<file path="src/imd_mailbox.sv">
/*
  Mailbox between the comm processor and the host processor: package of
  constants, then the mailbox itself with its outbound FIFO.
  Assumes both processors share sys_clk and present their I/O
  instructions as one-cycle strobes synchronous to it.
*/
// How it works
// - outbound write in flag mode sets host interrupt flag
// - flag gated by enable, always readable
// - host read of outbound clears flag
// - host write loads inbound, sets ready flag
// - comm read of inbound clears ready flag
// - sender never sees flags being cleared
// - DMA-in write raises channel-in request
// - channel-in request also raises DMA busy
// - acknowledge drops channel-in and busy
// - DMA-out write raises channel-out, data ignored
// - channel-out request also raises DMA busy
// - acknowledge captures host data, drops request
// - comm mode write loads mode control register
package imd_pkg;
  localparam int DATA_W = 8;
  localparam int FIFO_DEPTH = 8;
  localparam int MODE_W = 8;
  // mode control register field positions
  localparam int DIRECT_INT_BIT = 0;
  localparam int DMA_FROM_HOST_BIT = 1;
  localparam int DMA_TO_HOST_BIT = 2;
  // reset values
  localparam logic [MODE_W-1:0] MODE_RESET = 8'h00;
  localparam logic [DATA_W-1:0] DATA_RESET = 8'h00;
  localparam logic FLAG_RESET = 1'b0;

  // dma request state, gray along idle -> request -> idle
  typedef enum logic [1:0] {
    IMD_IDLE = 2'h0,
    IMD_CHAN_IN = 2'h1,
    IMD_CHAN_OUT = 2'h2
  } imd_state_t;
endpackage

`timescale 1ns/1ns
module imd_mailbox (
  input wire logic sys_clk,
  input wire logic arst_n,
  // comm processor side
  input wire logic commOutWrite,
  input wire logic commModeWrite,
  input wire logic [imd_pkg::DATA_W-1:0] commWriteData,
  output logic commOutReady,
  input wire logic commInRead,
  output logic [imd_pkg::DATA_W-1:0] commReadData,
  output logic commTestFlagOne,
  output logic commTestFlagTwo,
  // host processor side
  input wire logic hostInRead,
  output logic [imd_pkg::DATA_W-1:0] hostReadData,
  input wire logic hostOutWrite,
  input wire logic [imd_pkg::DATA_W-1:0] hostWriteData,
  input wire logic hostIntEnable,
  output logic hostInterrupt,
  output logic hostTestFlagFour,
  output logic channelInRequest,
  output logic channelOutRequest,
  input wire logic channelAcknowledge,
  input wire logic [imd_pkg::DATA_W-1:0] hostDmaData,
  output logic dmaBusyFlag
);
  logic [imd_pkg::MODE_W-1:0] mode_r;
  logic [imd_pkg::DATA_W-1:0] inbound_r;
  logic [imd_pkg::DATA_W-1:0] inbound_nxt;
  logic intFlag_r;
  logic intFlag_nxt;
  logic extReady_r;
  logic extReady_nxt;
  imd_pkg::imd_state_t state_r;
  imd_pkg::imd_state_t state_nxt;

  wire directIntMode;
  wire dmaToHostMode;
  wire dmaFromHostMode;
  wire queueWrite;
  wire fifoReady;
  wire fifoValid;
  wire fifoPop;
  wire ioPop;
  wire dmaInPop;
  wire pushTaken;
  wire chanOutStart;
  wire chanInStart;
  wire inAck;
  wire outAck;

  // mode decode; direct interrupt wins over both dma bits
  assign directIntMode = mode_r[imd_pkg::DIRECT_INT_BIT];
  assign dmaToHostMode = ~directIntMode & mode_r[imd_pkg::DMA_TO_HOST_BIT];
  assign dmaFromHostMode = ~directIntMode & ~dmaToHostMode
    & mode_r[imd_pkg::DMA_FROM_HOST_BIT];

  // outbound words enter the FIFO in flag mode and dma-in mode only
  assign queueWrite = commOutWrite & (directIntMode | dmaToHostMode);
  assign pushTaken = queueWrite & fifoReady;
  assign commOutReady = fifoReady;

  // host read pops the word in flag mode
  assign ioPop = hostInRead & directIntMode & fifoValid;
  // acknowledge of channel-in hands the word over
  assign inAck = (state_r == imd_pkg::IMD_CHAN_IN) & channelAcknowledge;
  assign dmaInPop = inAck;
  assign fifoPop = ioPop | dmaInPop;
  assign outAck = (state_r == imd_pkg::IMD_CHAN_OUT) & channelAcknowledge;

  // a queued word in dma-in mode starts a channel-in cycle
  assign chanInStart = dmaToHostMode & fifoValid;
  // an outbound write in dma-out mode starts channel-out only from idle; one during a pending request is dropped
  assign chanOutStart = commOutWrite & dmaFromHostMode;

  // outbound buffer between comm writes and host reads
  imd_fifo #(
    .WIDTH(imd_pkg::DATA_W),
    .DEPTH(imd_pkg::FIFO_DEPTH)
  ) uOutFifo (
    .clk(sys_clk),
    .arst_n(arst_n),
    .inValid(queueWrite),
    .inReady(fifoReady),
    .inData(commWriteData),
    .outValid(fifoValid),
    .outReady(fifoPop),
    .outData(hostReadData)
  );

  // write sets the flag; set wins over a same-cycle clear
  // host read clears the flag otherwise
  assign intFlag_nxt = (pushTaken & directIntMode)
    | (intFlag_r & ~ioPop);

  // host write sets ready; comm read clears it
  assign extReady_nxt = hostOutWrite | (extReady_r & ~commInRead);

  // host write loads inbound; ack captures dma data
  assign inbound_nxt = outAck ? hostDmaData
    : (hostOutWrite ? hostWriteData : inbound_r);

  // dma request sequencing, one request at a time
  always_comb begin
    state_nxt = state_r;
    unique case (state_r)
      imd_pkg::IMD_IDLE: begin
        if (chanInStart) begin
          state_nxt = imd_pkg::IMD_CHAN_IN;
        end else if (chanOutStart) begin
          state_nxt = imd_pkg::IMD_CHAN_OUT;
        end
      end
      imd_pkg::IMD_CHAN_IN: begin
        if (channelAcknowledge) begin
          state_nxt = imd_pkg::IMD_IDLE;
        end
      end
      imd_pkg::IMD_CHAN_OUT: begin
        if (channelAcknowledge) begin
          state_nxt = imd_pkg::IMD_IDLE;
        end
      end
      default: begin
        state_nxt = imd_pkg::IMD_IDLE;
      end
    endcase
  end

  // reset clears flags, requests and the mode register
  always_ff @(posedge sys_clk or negedge arst_n) begin
    if (!arst_n) begin
      mode_r <= imd_pkg::MODE_RESET;
      inbound_r <= imd_pkg::DATA_RESET;
      intFlag_r <= imd_pkg::FLAG_RESET;
      extReady_r <= imd_pkg::FLAG_RESET;
      state_r <= imd_pkg::IMD_IDLE;
    end else begin
      if (commModeWrite) begin
        mode_r <= commWriteData;
      end
      inbound_r <= inbound_nxt;
      intFlag_r <= intFlag_nxt;
      extReady_r <= extReady_nxt;
      state_r <= state_nxt;
    end
  end

  // interrupt only when enabled, test flag always visible
  assign hostInterrupt = intFlag_r & hostIntEnable;
  assign hostTestFlagFour = intFlag_r;
  // no clear indication reaches the sending side
  assign commTestFlagOne = extReady_r;
  assign commReadData = inbound_r;
  assign channelInRequest = (state_r == imd_pkg::IMD_CHAN_IN);
  assign channelOutRequest = (state_r == imd_pkg::IMD_CHAN_OUT);
  assign dmaBusyFlag = channelInRequest | channelOutRequest;
  assign commTestFlagTwo = dmaBusyFlag;

  // independent count of queued outbound words, for the FIFO flags
  localparam int QW = $clog2(imd_pkg::FIFO_DEPTH) + 1;
  localparam logic [QW-1:0] QUEUE_FULL = QW'(imd_pkg::FIFO_DEPTH);
  logic [QW-1:0] queued_r;
  logic [QW-1:0] queued_nxt;
  assign queued_nxt = queued_r + QW'(pushTaken) - QW'(fifoPop & fifoValid);

  always_ff @(posedge sys_clk or negedge arst_n) begin
    if (!arst_n) begin
      queued_r <= '0;
    end else begin
      queued_r <= queued_nxt;
    end
  end
endmodule

</file>
<file path="src/imd_fifo.sv">
/*
  Small first-word-fall-through FIFO with a registered read word.
  Assumes one clock, an active-low asynchronous reset and a power-of-two
  depth; pointers wrap by overflow.
*/
`timescale 1ns/1ns
module imd_fifo #(
  parameter int WIDTH = 8,
  parameter int DEPTH = 8
) (
  input wire logic clk,
  input wire logic arst_n,
  input wire logic inValid,
  output logic inReady,
  input wire logic [WIDTH-1:0] inData,
  output logic outValid,
  input wire logic outReady,
  output logic [WIDTH-1:0] outData
);
  localparam int AW = $clog2(DEPTH);
  localparam logic [AW:0] FULL_COUNT = (AW+1)'(DEPTH);

  logic [WIDTH-1:0] mem [DEPTH];
  logic [AW-1:0] wrPtr_r;
  logic [AW-1:0] rdPtr_r;
  logic [AW:0] count_r;
  logic [WIDTH-1:0] data_r;
  wire push;
  wire pop;
  wire [AW-1:0] rdPtr_nxt;
  wire [AW:0] count_nxt;
  wire [WIDTH-1:0] data_nxt;

  // handshake and next-state selection
  assign inReady = (count_r != FULL_COUNT);
  assign outValid = (count_r != '0);
  assign push = inValid & inReady;
  assign pop = outValid & outReady;
  assign rdPtr_nxt = pop ? rdPtr_r + AW'(1) : rdPtr_r;
  assign count_nxt = count_r + (AW+1)'(push) - (AW+1)'(pop);
  // bypass the word being written when it becomes the head
  assign data_nxt = (push && wrPtr_r == rdPtr_nxt) ? inData : mem[rdPtr_nxt];
  assign outData = data_r;

  // storage array, data only, no reset needed
  always_ff @(posedge clk) begin
    if (push) begin
      mem[wrPtr_r] <= inData;
    end
  end

  // pointers, level and the registered head word
  always_ff @(posedge clk or negedge arst_n) begin
    if (!arst_n) begin
      wrPtr_r <= '0;
      rdPtr_r <= '0;
      count_r <= '0;
      data_r <= '0;
    end else begin
      if (push) begin
        wrPtr_r <= wrPtr_r + AW'(1);
      end
      rdPtr_r <= rdPtr_nxt;
      count_r <= count_nxt;
      data_r <= data_nxt;
    end
  end
endmodule

</file>
<file path="config.mk">
export PLATFORM = sky130hd
export DESIGN_NAME = imd_mailbox
export DESIGN_NICKNAME = d
export VERILOG_FILES = /design/src/imd_mailbox.sv /design/src/imd_fifo.sv
export SDC_FILE = /design/constraint.sdc
export NUM_CORES = 1
export LEC_CHECK = 0
export ABC_AREA = 1
export BUFFER_PORTS_ARGS = -buffer_cell sky130_fd_sc_hd__buf_2
export CORE_MARGIN = 8
export CORE_UTILIZATION = 25
export DETAILED_ROUTE_END_ITERATION = 10
export PLACE_DENSITY = 0.4
export SLEW_MARGIN = 25
export SYNTH_ARGS = -nofsm -noshare
export SYNTH_HDL_FRONTEND = slang
export SYNTH_SLANG_ARGS = --single-unit
</file>
<file path="constraint.sdc">
create_clock -name sys_clk -period 2.15 [get_ports sys_clk]
set_clock_uncertainty 0.2 [all_clocks]
set_input_delay 0.3225 -clock sys_clk [delete_from_list [all_inputs] [get_ports sys_clk]]
set_output_delay 0.3225 -clock sys_clk [all_outputs]
set_load 0.02 [all_outputs]
</file>
### Word-level counts from Yosys, hierarchy flattened

Memories as Yosys holds them, arrays and structs flattened. A register that Yosys moved wholly into a read port is not among the register bits.
Cells that the tools add are included.

* register bits: 25
* RAM bits: 64
* memories kept: 1

Memory list
* uOutFifo.mem: depth 8, width 8, read ports 1, clocked after Yosys merged registers in 1, wr ports 1, line imd_fifo.sv:23 `logic [WIDTH-1:0] mem [DEPTH];`

* $add $sub $neg: 4
* eq/ne operators: 5
* mux-type cells: 9
* bitwise gates (word level): 25
* reduce and logical (&&, ||, !) cells: 6

Operators with widths (number)
* bitwise AND 1 bit: 16
* 2-to-1 mux 8 bit: 2
* adder 3 x 1 -> 3 bit, second input constant: 2
* 2-to-1 mux 2 bit: 3
* OR 1 bit: 5
* adder 4 x 1 -> 4 bit: 1
* != test 4 bit, second input constant: 1
* inverter 1 bit: 4
* one-hot mux 2 bit (2 select lines): 1
* nonzero test 4 bit: 1
* subtractor 4 x 1 -> 4 bit: 1
* 2-to-1 mux 3 bit: 1
* != test 3 bit, second input constant: 1
* equality test 2 x 1 -> 1 bit, second input constant: 1
* equality test 2 bit, second input constant: 1
* zero test 2 bit: 1
* 2-to-1 mux 1 bit: 2
* != test 2 x 1 -> 1 bit, second input constant: 1
* AND reduction 2 bit: 1
* nonzero test 2 bit: 1
* OR reduction 2 bit: 1
* zero test 1 bit: 1

### Depth between registers and ports, before layout

Gate-level depths: netlist of the first run.

* word-level depth: 9
* mapped depth: 13

### Modules after synthesis

Synthesis of the first run repeated with hierarchy kept, for this count alone.

* cells, all modules: 464
* area total of the unflattened synthesis: 4640.7 um2

Modules (own cells, without submodules)
* imd_fifo: times used 1, cells an instance 374, area each 3862.5 um2, sequential area each 2372.3 um2
* imd_mailbox: times used 1, cells an instance 90, area each 778.2 um2, sequential area each 375.4 um2

### Worst setup path after synthesis of the first run

No wires, ideal clock.

* path kind: register to register
* start point: register state_r[1]
* end point: register uOutFifo.count_r[2]
* data arrival time: 2.048 ns
* required time: 1.827 ns
* path slack: -0.221 ns
* stages on the path, launching flop included: 13
* period minus slack after synthesis: 2.371 ns
* cell sequence: dfrtp_1 inv_1 ha_1 nand2_1 nand2_4 nand2_8 clkinv_2 ha_1 inv_1 ha_1 inv_1 fa_1 xnor2_1

* longest elaborated chain between the ends: 5

Ends and longest elaborated chain
* start: declaration: line imd_mailbox.sv:76 `imd_pkg::imd_state_t state_r;`
* start signal: assignment: line imd_mailbox.sv:179 `state_r <= imd_pkg::IMD_IDLE;`
* start signal: assignment: line imd_mailbox.sv:187 `state_r <= state_nxt;`
* equality test 2 x 1 -> 1 bit
* net channelInRequest: line imd_mailbox.sv:63 `output logic channelInRequest,`
* bitwise AND 1 bit: line imd_mailbox.sv:108 `assign inAck = (state_r == imd_pkg::IMD_CHAN_IN) & channelAcknowledge;`
* OR 1 bit: line imd_mailbox.sv:110 `assign fifoPop = ioPop | dmaInPop;`
* bitwise AND 1 bit: line imd_fifo.sv:38 `assign pop = outValid & outReady;`
* subtractor 4 x 1 -> 4 bit: line imd_fifo.sv:40 `assign count_nxt = count_r + (AW+1)'(push) - (AW+1)'(pop);`
* net uOutFifo.count_nxt[2]: line imd_fifo.sv:31 `wire [AW:0] count_nxt;`
* end signal: assignment: line imd_fifo.sv:64 `count_r <= count_nxt;`
* end: declaration: line imd_fifo.sv:26 `logic [AW:0] count_r;`

The timed path passes the listed nets, and every way through them passes these cells.
A chain may end at the register's enable or synchronous reset.

### Worst setup path after layout of the first run

* start point: register state_r[1]
* end point: register uOutFifo.count_r[1]

* longest elaborated chain between the ends: 5

Ends and longest elaborated chain (line)
* equality test 2 x 1 -> 1 bit: imd_mailbox.sv:108
* bitwise AND 1 bit: imd_mailbox.sv:108
* OR 1 bit: imd_mailbox.sv:110
* bitwise AND 1 bit: imd_fifo.sv:38
* subtractor 4 x 1 -> 4 bit: imd_fifo.sv:40
* net uOutFifo.count_nxt[1]: imd_fifo.sv:31

The timed path passes the listed nets, and every way through them passes these cells.

==> results of run 1 <==
-- how the worst min path moves through the flow --
| stage | to | cells past startpoint | start |
|---|---|---|---|
| floorplan | commReadData[0] | 0 | arst_n |
| global placement | hostTestFlagFour | 2 | arst_n |
| detailed placement | state_r[1] | 2 | arst_n |
| CTS | mode_r[2] | 2 | commModeWrite |
| global route | mode_r[2] | 2 | commModeWrite |
| finish | mode_r[2] | 2 | commModeWrite |
-- flip-flops by register name, indices dropped and copies added (netlist names) --
signal and cells:
mode_r 3, uOutFifo.outData 8, state_r 2, uOutFifo.count_r 4, uOutFifo.rdPtr_r 3, uOutFifo.mem 64
commReadData 8, commTestFlagOne 1, uOutFifo.wrPtr_r 3, hostTestFlagFour 1
-- cells in the mapped netlist (all sizes together) --
| library cell | n |
|---|---|
| a21oi | 1 |
| a31oi | 1 |
| buf | 12 |
| clkbuf | 6 |
| clkinv | 2 |
| dfrtp | 33 |
| edfxtp | 64 |
| fa | 1 |
| ha | 11 |
| inv | 79 |
| mux2 | 1 |
| nand2 | 61 |
| nand3 | 141 |
| nand3b | 8 |
| nand4 | 8 |
| nor2 | 14 |
| nor3 | 1 |
| o21ai | 9 |
| xnor2 | 3 |
| xor2 | 1 |
-- worst max-delay path, delay by kind of cell (launching register included) --
family	cells	cell delay [ps]
fa+ha+maj	4	960
buf+inv	5	260
flops	1	390
simple gates	3	180
-- cell type report --
type	count	area share
clock inverters	6	0.00987
clock buffers	10	0.0401
repair buffers	95	0.112
multi-input cells	261	0.275
flip-flops and latches	97	0.461
inverters	81	0.0523
well taps	234	0.0492
-- layer usage --
layer | global-route usage | vias to the layer above | wire length (um)
met3 | 0.0235 | 10 | 706
li1 | - | 1718 | -
met4 | 0.0476 | 0 | 142
met2 | 0.184 | 95 | 5990
met1 | 0.144 | 1628 | 6080
met5 | 0 | - | 0
-- where the power goes --
part / total, mW / internal, mW / leakage (nW) / switching, mW
Combinational: 3.97 / 1.52 / 1.55 / 2.45
Sequential: 2.58 / 2.39 / 0.971 / 0.191
Clock: 1.62 / 0.844 / 0.143 / 0.780
Total: 8.18 / 4.76 / 2.66 / 3.42
-- cell families after synthesis --
| kind of cell | count (synthesis) | synth area share |
|---|---|---|
| compound gates | 11 | 0.0142 |
| flops | 97 | 0.579 |
| mux | 1 | 0.00237 |
| simple gates | 233 | 0.273 |
| xor+xnor | 4 | 0.00738 |
| buf+inv | 99 | 0.0914 |
| fa+ha+maj | 12 | 0.0332 |
-- what timing repair did --
action / 4_1_cts / 5_1_grt
cloned: 0 / 1
setup buffers: 0 / 6
hold endpoints to repair: 34 / 0
hold buffers: 2 / 0
resized for setup: 0 / 11
pin swaps: 2 / 2
setup endpoints to repair: 1 / 64
==> impl_metrics.env, run 1 <==
export IMPL_drtIter0Drc=268
export IMPL_cts_buffers=9
export IMPL_ioPinCount=57
export IMPL_drive_above_1_share=0.285
export IMPL_post_route_period_util=0.980
export IMPL_ys_seq_area_frac=0.579
export IMPL_critical_path_max_stage_delay_ps=520
export IMPL_p_per_area_mw_per_mm2=1370
export IMPL_rsz0062_at_grt="true"
export IMPL_setup_viol=0
export IMPL_slew_viol_final=0
export IMPL_start_util=0.255
export IMPL_place_area_mm2=0.00553
export IMPL_syn_area_mm2=0.00475
export IMPL_clkTransAtPathRegs_ps=80
export IMPL_critical_path_required_ps=2200
export IMPL_finalNonFillerCells=784
export IMPL_timing_rr_end="uOutFifo.count_r[1]"
export IMPL_syn_area_per_cell_um2=10.4
export IMPL_dp_cells=759
export IMPL_htree_levels=3
export IMPL_startpoint="state_r[1]"
export IMPL_multiInputGateArea_mm2=0.00164
export IMPL_arrival_ps=2160
export IMPL_grt_usage=0.113
export IMPL_vias_per_cell=4.40
export IMPL_syn_nets=502
export IMPL_layout_setup_ws_ps=42.1
export IMPL_pre_cts_ws_ps=6.71
export IMPL_cts_sinks=97
export IMPL_cp_endpoint="uOutFifo.count_r[1]"
export IMPL_cts_tree="yes"
export IMPL_synth_cells=457
export IMPL_rr_startpoint="state_r[1]"
export IMPL_final_cell_area_mm2=0.00596
export IMPL_vias=3451
export IMPL_synthTopCellsByArea="edfxtp_1 (40%), dfrtp_1 (17%), nand3_1 (14%), inv_1 (6.1%), nand2_1 (3.7%)"
export IMPL_final_cell_mix="nand3_1 (131), inv_1 (72), edfxtp_1 (64)"
export IMPL_crit_fanout=3
export IMPL_synth_top_area_cell="edfxtp_1"
export IMPL_post_route_util=0.319
export IMPL_detail_route_wl_per_cell_um=16.5
export IMPL_first_global_vias=3572
export IMPL_clk_latency_ps=360
export IMPL_grt_ovfl_total=0
export IMPL_status="completed"
export IMPL_antenna_cells=0
export IMPL_synth_seq_cells=97
export IMPL_rows=50
export IMPL_min_period_ps=2110
export IMPL_critPathKind="register to register"
export IMPL_final_hold_violation_count=0
export IMPL_place_gp_congestion=0.766
export IMPL_p_total_mw=8.18
export IMPL_hold_slack_ps=21.7
export IMPL_fmax_mhz=474
export IMPL_finalSetupTns_ps=0
export IMPL_portBuffers=56
export IMPL_holdCritPathClass="input pin to register"
export IMPL_synth_cell_types=35
export IMPL_die_area_mm2=0.0237
export IMPL_reg2reg_depth=12
export IMPL_ant_nets=0
export IMPL_p_leak_nw=2.66
export IMPL_hpwlAfterDp_mm=9.29
export IMPL_drc=0
export IMPL_cts_root_buffer="clkbuf_16"
export IMPL_maxCapViolCount=0
export IMPL_grt_pass1_wl_mm=20.6
export IMPL_regArea_mm2=0.00275
export IMPL_die_x_um=154
export IMPL_peakVddDrop_mv=0.370
export IMPL_fillers=1903
export IMPL_path_cells="inv_2 > ha_4 > nand2_4 > nand2_4 > nand2_8 > clkinv_4 > ha_4 > inv_2 > ha_4 > inv_2 > fa_2 > inv_2"
export IMPL_cp_end_kind="register"
export IMPL_clock_path_buffers=2
export IMPL_cp_common_cell="inv_2"
export IMPL_cp_start_kind="register"
export IMPL_finalNetCount=590
export IMPL_syn_to_final_growth_pct=25.4
export IMPL_crit_slowest_cell="fa_2"
export IMPL_relSlewSlack=0.687
export IMPL_antenna_found_initial=0
export IMPL_coreArea_mm2=0.0186
export IMPL_synth_top_area_frac=0.405
export IMPL_grt_max_degree=34
export IMPL_die_h_um=154
export IMPL_routed_wl_mm=12.9
export IMPL_final_common_cell="nand3_1"
export IMPL_ys_warn_count=0
export IMPL_tightest_slew_ps=468
export IMPL_r2r_slack_ps=40
export IMPL_drt_pass1_iterations=4
Note: power is estimated with default switching activity, not from simulation.
==> inputs of run 2 (changes only) <==
==> constraint.sdc (replaced) <==
create_clock -name sys_clk -period 1.69 [get_ports sys_clk]
set_clock_uncertainty 0.2 [all_clocks]
set_input_delay 0.2535 -clock sys_clk [delete_from_list [all_inputs] [get_ports sys_clk]]
set_output_delay 0.2535 -clock sys_clk [all_outputs]
set_load 0.02 [all_outputs]
==> impl_metrics.env, run 2 (same netlist as run 1, synthesis figures left out) <==
export IMPL_critical_path_required_ps=1730
export IMPL_die_x_um=154
export IMPL_post_route_period_util=1.25
export IMPL_cp_start_kind="register"
export IMPL_start_util=0.255
export IMPL_seq_power_share=0.280
export IMPL_clkPwrFrac=0.192
export IMPL_clock_path_buffers=2
export IMPL_setup_viol=80
export IMPL_tightest_slew_ps=449
export IMPL_combPwrFrac=0.528
export IMPL_die_h_um=154
export IMPL_syn_to_final_growth_pct=42.5
export IMPL_arrival_ps=2160
export IMPL_largest_register_ffs=64
export IMPL_coreArea_mm2=0.0186
export IMPL_final_common_cell="nand3_1"
export IMPL_grt_usage=0.116
export IMPL_final_cell_area_mm2=0.00676
export IMPL_slew_viol_final=0
export IMPL_routed_wl_mm=13.5
export IMPL_p_leak_nw=3.00
export IMPL_detail_route_wl_per_cell_um=16.2
export IMPL_layout_setup_ws_ps=-426
export IMPL_vias_per_cell=4.45
export IMPL_ant_nets=0
export IMPL_critPathKind="register to register"
export IMPL_p_per_area_mw_per_mm2=1730
export IMPL_grt_pass1_wl_mm=21.4
export IMPL_cts_tree="yes"
export IMPL_drc=0
export IMPL_final_cell_mix="nand3_1 (120), inv_1 (71), edfxtp_1 (64)"
export IMPL_reg2reg_depth=11
export IMPL_post_route_util=0.363
export IMPL_status="finished with violations"
export IMPL_cp_end_kind="register"
export IMPL_largest_register="uOutFifo.mem"
export IMPL_cts_root_buffer="clkbuf_16"
export IMPL_place_gp_congestion=0.799
export IMPL_crit_fanout=2
export IMPL_die_area_mm2=0.0237
export IMPL_hpwlAfterDp_mm=9.74
export IMPL_rsz0062_at_grt="true"
export IMPL_portBuffers=56
export IMPL_grt_max_degree=22
export IMPL_vias=3708
export IMPL_finalSetupTns_ps=-20900
export IMPL_antenna_found_initial=0
export IMPL_hold_slack_ps=30.2
export IMPL_min_period_ps=2120
export IMPL_clk_latency_ps=350
export IMPL_drive_above_1_share=0.365
export IMPL_switching_share=0.401
export IMPL_drtIter0Drc=286
export IMPL_p_int_mw=7.02
export IMPL_rows=50
export IMPL_final_hold_violation_count=0
export IMPL_cts_buffers=9
export IMPL_relSlewSlack=0.701
export IMPL_htree_levels=3
export IMPL_grt_ovfl_total=0
export IMPL_finalNetCount=641
export IMPL_fmax_mhz=473
export IMPL_drt_pass1_iterations=4
export IMPL_ioPinCount=57
export IMPL_cts_sinks=97
export IMPL_holdCritPathClass="input pin to register"
export IMPL_p_total_mw=11.7
export IMPL_min_path_cells=1
export IMPL_peakVddDrop_mv=0.590
export IMPL_antenna_cells=0
export IMPL_place_area_mm2=0.00585
export IMPL_clkTransAtPathRegs_ps=70
export IMPL_first_global_vias=3830
export IMPL_maxCapViolCount=0
export IMPL_violations="setup timing"
export IMPL_p_switching_mw=4.69
==> run 2: cell count changes in the layout (fill, tap and decap cells not counted), sizes merged <==
cell,change
buf,+33
dlygate4sd3,+17
bufinv,+2
clkinvlp,-1
inv,-1
==> run 2: through the flow <==
step / cells / worst slack (ps)
after detailed placement: 785 / -480
after global placement: 785 / -406
after floorplan: 457 / -503
final: 834 / -426
after CTS: 826 / -435
after global routing: 834 / -493
==> run 2: repair_timing <==
item | CTS | global route
gates resized for setup | 24 | 29
pin swaps | 8 | 6
gates cloned | 0 | 2
hold endpoints to repair | 37 | 0
endpoints found under the setup margin | 82 | 94
hold buffers | 19 | 0
buffers inserted | 8 | 6
==> run 2: per-layer routing <==
metal	global-route usage	routed length, um	vias up	share of wire
met1	0.146	5970	1778	0.44
met5	0	0	-	0
met2	0.189	6520	90	0.48
met4	0.0457	235	0	0.017
li1	-	-	1824	-
met3	0.0275	776	16	0.057
==> run 2: path summary, 6_finish.rpt <==
path,start,end,slack [ps]
worst max-delay path,state_r[0],uOutFifo.count_r[1],-430
min in group asynchronous,arst_n,state_r[1],180
worst min register to register,commTestFlagOne,commTestFlagOne,310
worst min-delay path,commWriteData[7],uOutFifo.mem[4][7],30
worst max register to register,state_r[0],uOutFifo.count_r[1],-430
max in group asynchronous,arst_n,uOutFifo.outData[2],660
==> run 2: critical path: stages (launching register included) <==
cell and delay, ps:
dfrtp_1 420, ha_4 180, nand2_4 60, nand2_4 60, nand2_8 60, clkinv_4 50, ha_4 200, inv_2 60
ha_4 120, inv_2 30, fa_2 510, inv_1 40
==> run 2: final cells by class <==
| cell class | count | area (um^2) |
|---|---|---|
| fillers | 1850 | 11900 |
| flip-flops and latches | 97 | 2750 |
| multi-input cells | 261 | 1840 |
| repair buffers | 146 | 1250 |
| inverters | 81 | 317 |
| well taps | 234 | 293 |
| clock buffers | 9 | 225 |
| clock inverters | 6 | 97.6 |
==> run 2: power by group through the flow <==
stage,registers (mW),logic (mW),clock network [mW]
finish,3.27,6.19,2.25
global route,3.32,6.77,2.41
CTS,3.28,5.78,2.33
detailed placement,3.33,5.33,0
global placement,3.32,5.25,0
floorplan,3.52,3.17,0
==> inputs of run 3 (changes only) <==
--- a/config.mk
+++ b/config.mk
@@ -6,11 +6,12 @@
 export NUM_CORES = 1
 export LEC_CHECK = 0
 export ABC_AREA = 1
+export ABC_CLOCK_PERIOD_IN_PS = 2100
 export BUFFER_PORTS_ARGS = -buffer_cell sky130_fd_sc_hd__buf_2
 export CORE_MARGIN = 8
 export CORE_UTILIZATION = 25
 export DETAILED_ROUTE_END_ITERATION = 10
-export PLACE_DENSITY = 0.4
+export PLACE_DENSITY = 0.39
 export SLEW_MARGIN = 25
 export SYNTH_ARGS = -nofsm -noshare
 export SYNTH_HDL_FRONTEND = slang
==> constraint.sdc (replaced) <==
create_clock -name sys_clk -period 2.1 [get_ports sys_clk]
set_clock_uncertainty 0.2 [all_clocks]
set_input_delay 0.21 -clock sys_clk [delete_from_list [all_inputs] [get_ports sys_clk]]
set_output_delay 0.21 -clock sys_clk [all_outputs]
set_load 0.02 [all_outputs]
==> impl_metrics.env, run 3 (same netlist as run 1, synthesis figures left out) <==
export IMPL_status="finished with violations"
export IMPL_violations="setup timing"
export IMPL_clkPwrFrac=0.184
export IMPL_grt_max_degree=34
export IMPL_die_area_mm2=0.0237
export IMPL_vias=3550
export IMPL_final_hold_violation_count=0
export IMPL_dp_cells=762
export IMPL_vias_per_cell=4.40
export IMPL_final_common_cell="nand3_1"
export IMPL_path_cells="inv_2 > ha_4 > nand2_4 > nand2_4 > nand2_8 > clkinv_4 > ha_4 > inv_4 > ha_4 > inv_2 > fa_2 > inv_2"
export IMPL_tightest_slew_ps=793
export IMPL_cp_start_kind="register"
export IMPL_cts_root_buffer="clkbuf_16"
export IMPL_grt_ovfl_total=0
export IMPL_maxCapViolCount=0
export IMPL_clock_path_buffers=2
export IMPL_drt_pass1_iterations=4
export IMPL_ant_nets=0
export IMPL_combPwrFrac=0.508
export IMPL_slew_viol_final=0
export IMPL_cp_end_kind="register"
export IMPL_portBuffers=56
export IMPL_critical_path_max_stage_delay_ps=520
export IMPL_cts_tree="yes"
export IMPL_arrival_ps=2160
export IMPL_die_h_um=154
export IMPL_finalSetupTns_ps=-6.09
export IMPL_clk_latency_ps=350
export IMPL_post_route_util=0.335
export IMPL_antenna_found_initial=0
export IMPL_min_to="uOutFifo.mem[1][3]"
export IMPL_r2r_slack_ps=-6
export IMPL_setup_viol=1
export IMPL_rsz0062_at_grt="true"
export IMPL_finalNonFillerCells=806
export IMPL_grt_pass1_wl_mm=20.7
export IMPL_min_period_ps=2110
export IMPL_relSlewSlack=0.471
export IMPL_reg2reg_depth=12
export IMPL_holdCritStartpoint="commWriteData[3]"
export IMPL_clkTransAtPathRegs_ps=70
export IMPL_syn_to_final_growth_pct=31.7
export IMPL_antenna_cells=0
export IMPL_rr_startpoint="state_r[1]"
export IMPL_timing_rr_end="uOutFifo.count_r[1]"
export IMPL_largest_register_ffs=64
export IMPL_switching_share=0.418
export IMPL_post_route_period_util=1.00
export IMPL_drtIter0Drc=220
export IMPL_critPathKind="register to register"
export IMPL_start_util=0.255
export IMPL_path_buf_inv=5
export IMPL_hpwlAfterDp_mm=9.04
export IMPL_routed_wl_mm=13.0
export IMPL_drc=0
export IMPL_detail_route_wl_per_cell_um=16.1
export IMPL_holdCritPathClass="input pin to register"
export IMPL_final_cell_mix="nand3_1 (119), inv_1 (72), edfxtp_1 (64)"
export IMPL_rows=50
export IMPL_first_global_vias=3577
export IMPL_crit_slowest_cell="fa_2"
export IMPL_grt_usage=0.114
export IMPL_htree_levels=3
export IMPL_coreArea_mm2=0.0186
export IMPL_min_path_cells=1
export IMPL_p_switching_mw=3.58
export IMPL_die_x_um=154
export IMPL_cts_sinks=97
export IMPL_p_per_area_mw_per_mm2=1370
export IMPL_p_total_mw=8.58
export IMPL_path_delay_family="adder cells"
export IMPL_largest_register="uOutFifo.mem"
export IMPL_place_gp_congestion=0.753
export IMPL_drive_above_1_share=0.290
export IMPL_p_int_mw=5.00
export IMPL_ioPinCount=57
export IMPL_finalNetCount=612
export IMPL_seq_power_share=0.308
export IMPL_peakVddDrop_mv=0.364
export IMPL_layout_setup_ws_ps=-6.09
export IMPL_critical_path_required_ps=2150
export IMPL_fmax_mhz=475
export IMPL_cts_buffers=9
export IMPL_crit_fanout=2
export IMPL_p_leak_nw=2.80
run 3: cell types whose count changed in the layout (fill, tap and decap cells not counted), sizes merged:
cell / change
clkinv: +2
clkbuf: -2
dlygate4sd3: +5
buf: -32
bufinv: -2
clkinvlp: +1
run 3: repair_timing:
| action | CTS | global route |
|---|---|---|
| endpoints found under the setup margin | 8 | 33 |
| pin swaps | 0 | 3 |
| gates resized for setup | 4 | 18 |
| hold buffers | 24 | 0 |
| endpoints found under the hold margin | 78 | 0 |
| buffers inserted | 2 | 2 |
run 3: power by group through the flow:
stage / Combinational [mW] / Clock, mW / Sequential, mW
final: 4.36 / 1.58 / 2.64
after global routing: 4.79 / 1.71 / 2.68
after CTS: 4.24 / 1.65 / 2.64
after detailed placement: 4.13 / 0 / 2.68
after global placement: 4.11 / 0 / 2.67
after floorplan: 2.48 / 0 / 2.83
run 3: worst max-delay path by stage:
stage / cells past startpoint / from / end / slack, ps
finish: 12 / state_r[1] / uOutFifo.count_r[1] / -6
global route: 12 / state_r[1] / uOutFifo.count_r[1] / -80
CTS: 11 / state_r[0] / uOutFifo.count_r[1] / -30
detailed placement: 11 / uOutFifo.count_r[2] / uOutFifo.count_r[1] / -70
global placement: 12 / state_r[1] / uOutFifo.outData[1] / -4
floorplan: 12 / state_r[1] / uOutFifo.count_r[1] / -90
run 3: layer usage:
layer / routed length [um] / track usage
met1: 6050 / 0.147
met3: 635 / 0.0261
met2: 6040 / 0.180
met5: 0 / 0
met4: 240 / 0.0523
run 3: final cells by class:
cell class / count / area, um^2
Clock buffer: 9 / 225
Clock inverter: 7 / 53.8
Fill cell: 1852 / 12400
Inverter: 81 / 314
Multi-Input combinational cell: 261 / 1700
Sequential cell: 97 / 2750
Tap cell: 234 / 293
Timing Repair Buffer: 117 / 915
run 3: metrics by stage:
| step | hold slack, ps | setup slack, ps | cell area, um^2 |
|---|---|---|---|
| 2_1_floorplan | -286 | -93.4 | 4800 |
| 3_3_place_gp | 146 | -4.02 | 5600 |
| 3_5_place_dp | 154 | -69.8 | 5600 |
| 4_1_cts | 3.37 | -25.7 | 6160 |
| 5_1_grt | 9.12 | -78.9 | 6250 |
| 6_report | 11.8 | -6.09 | 6250 |
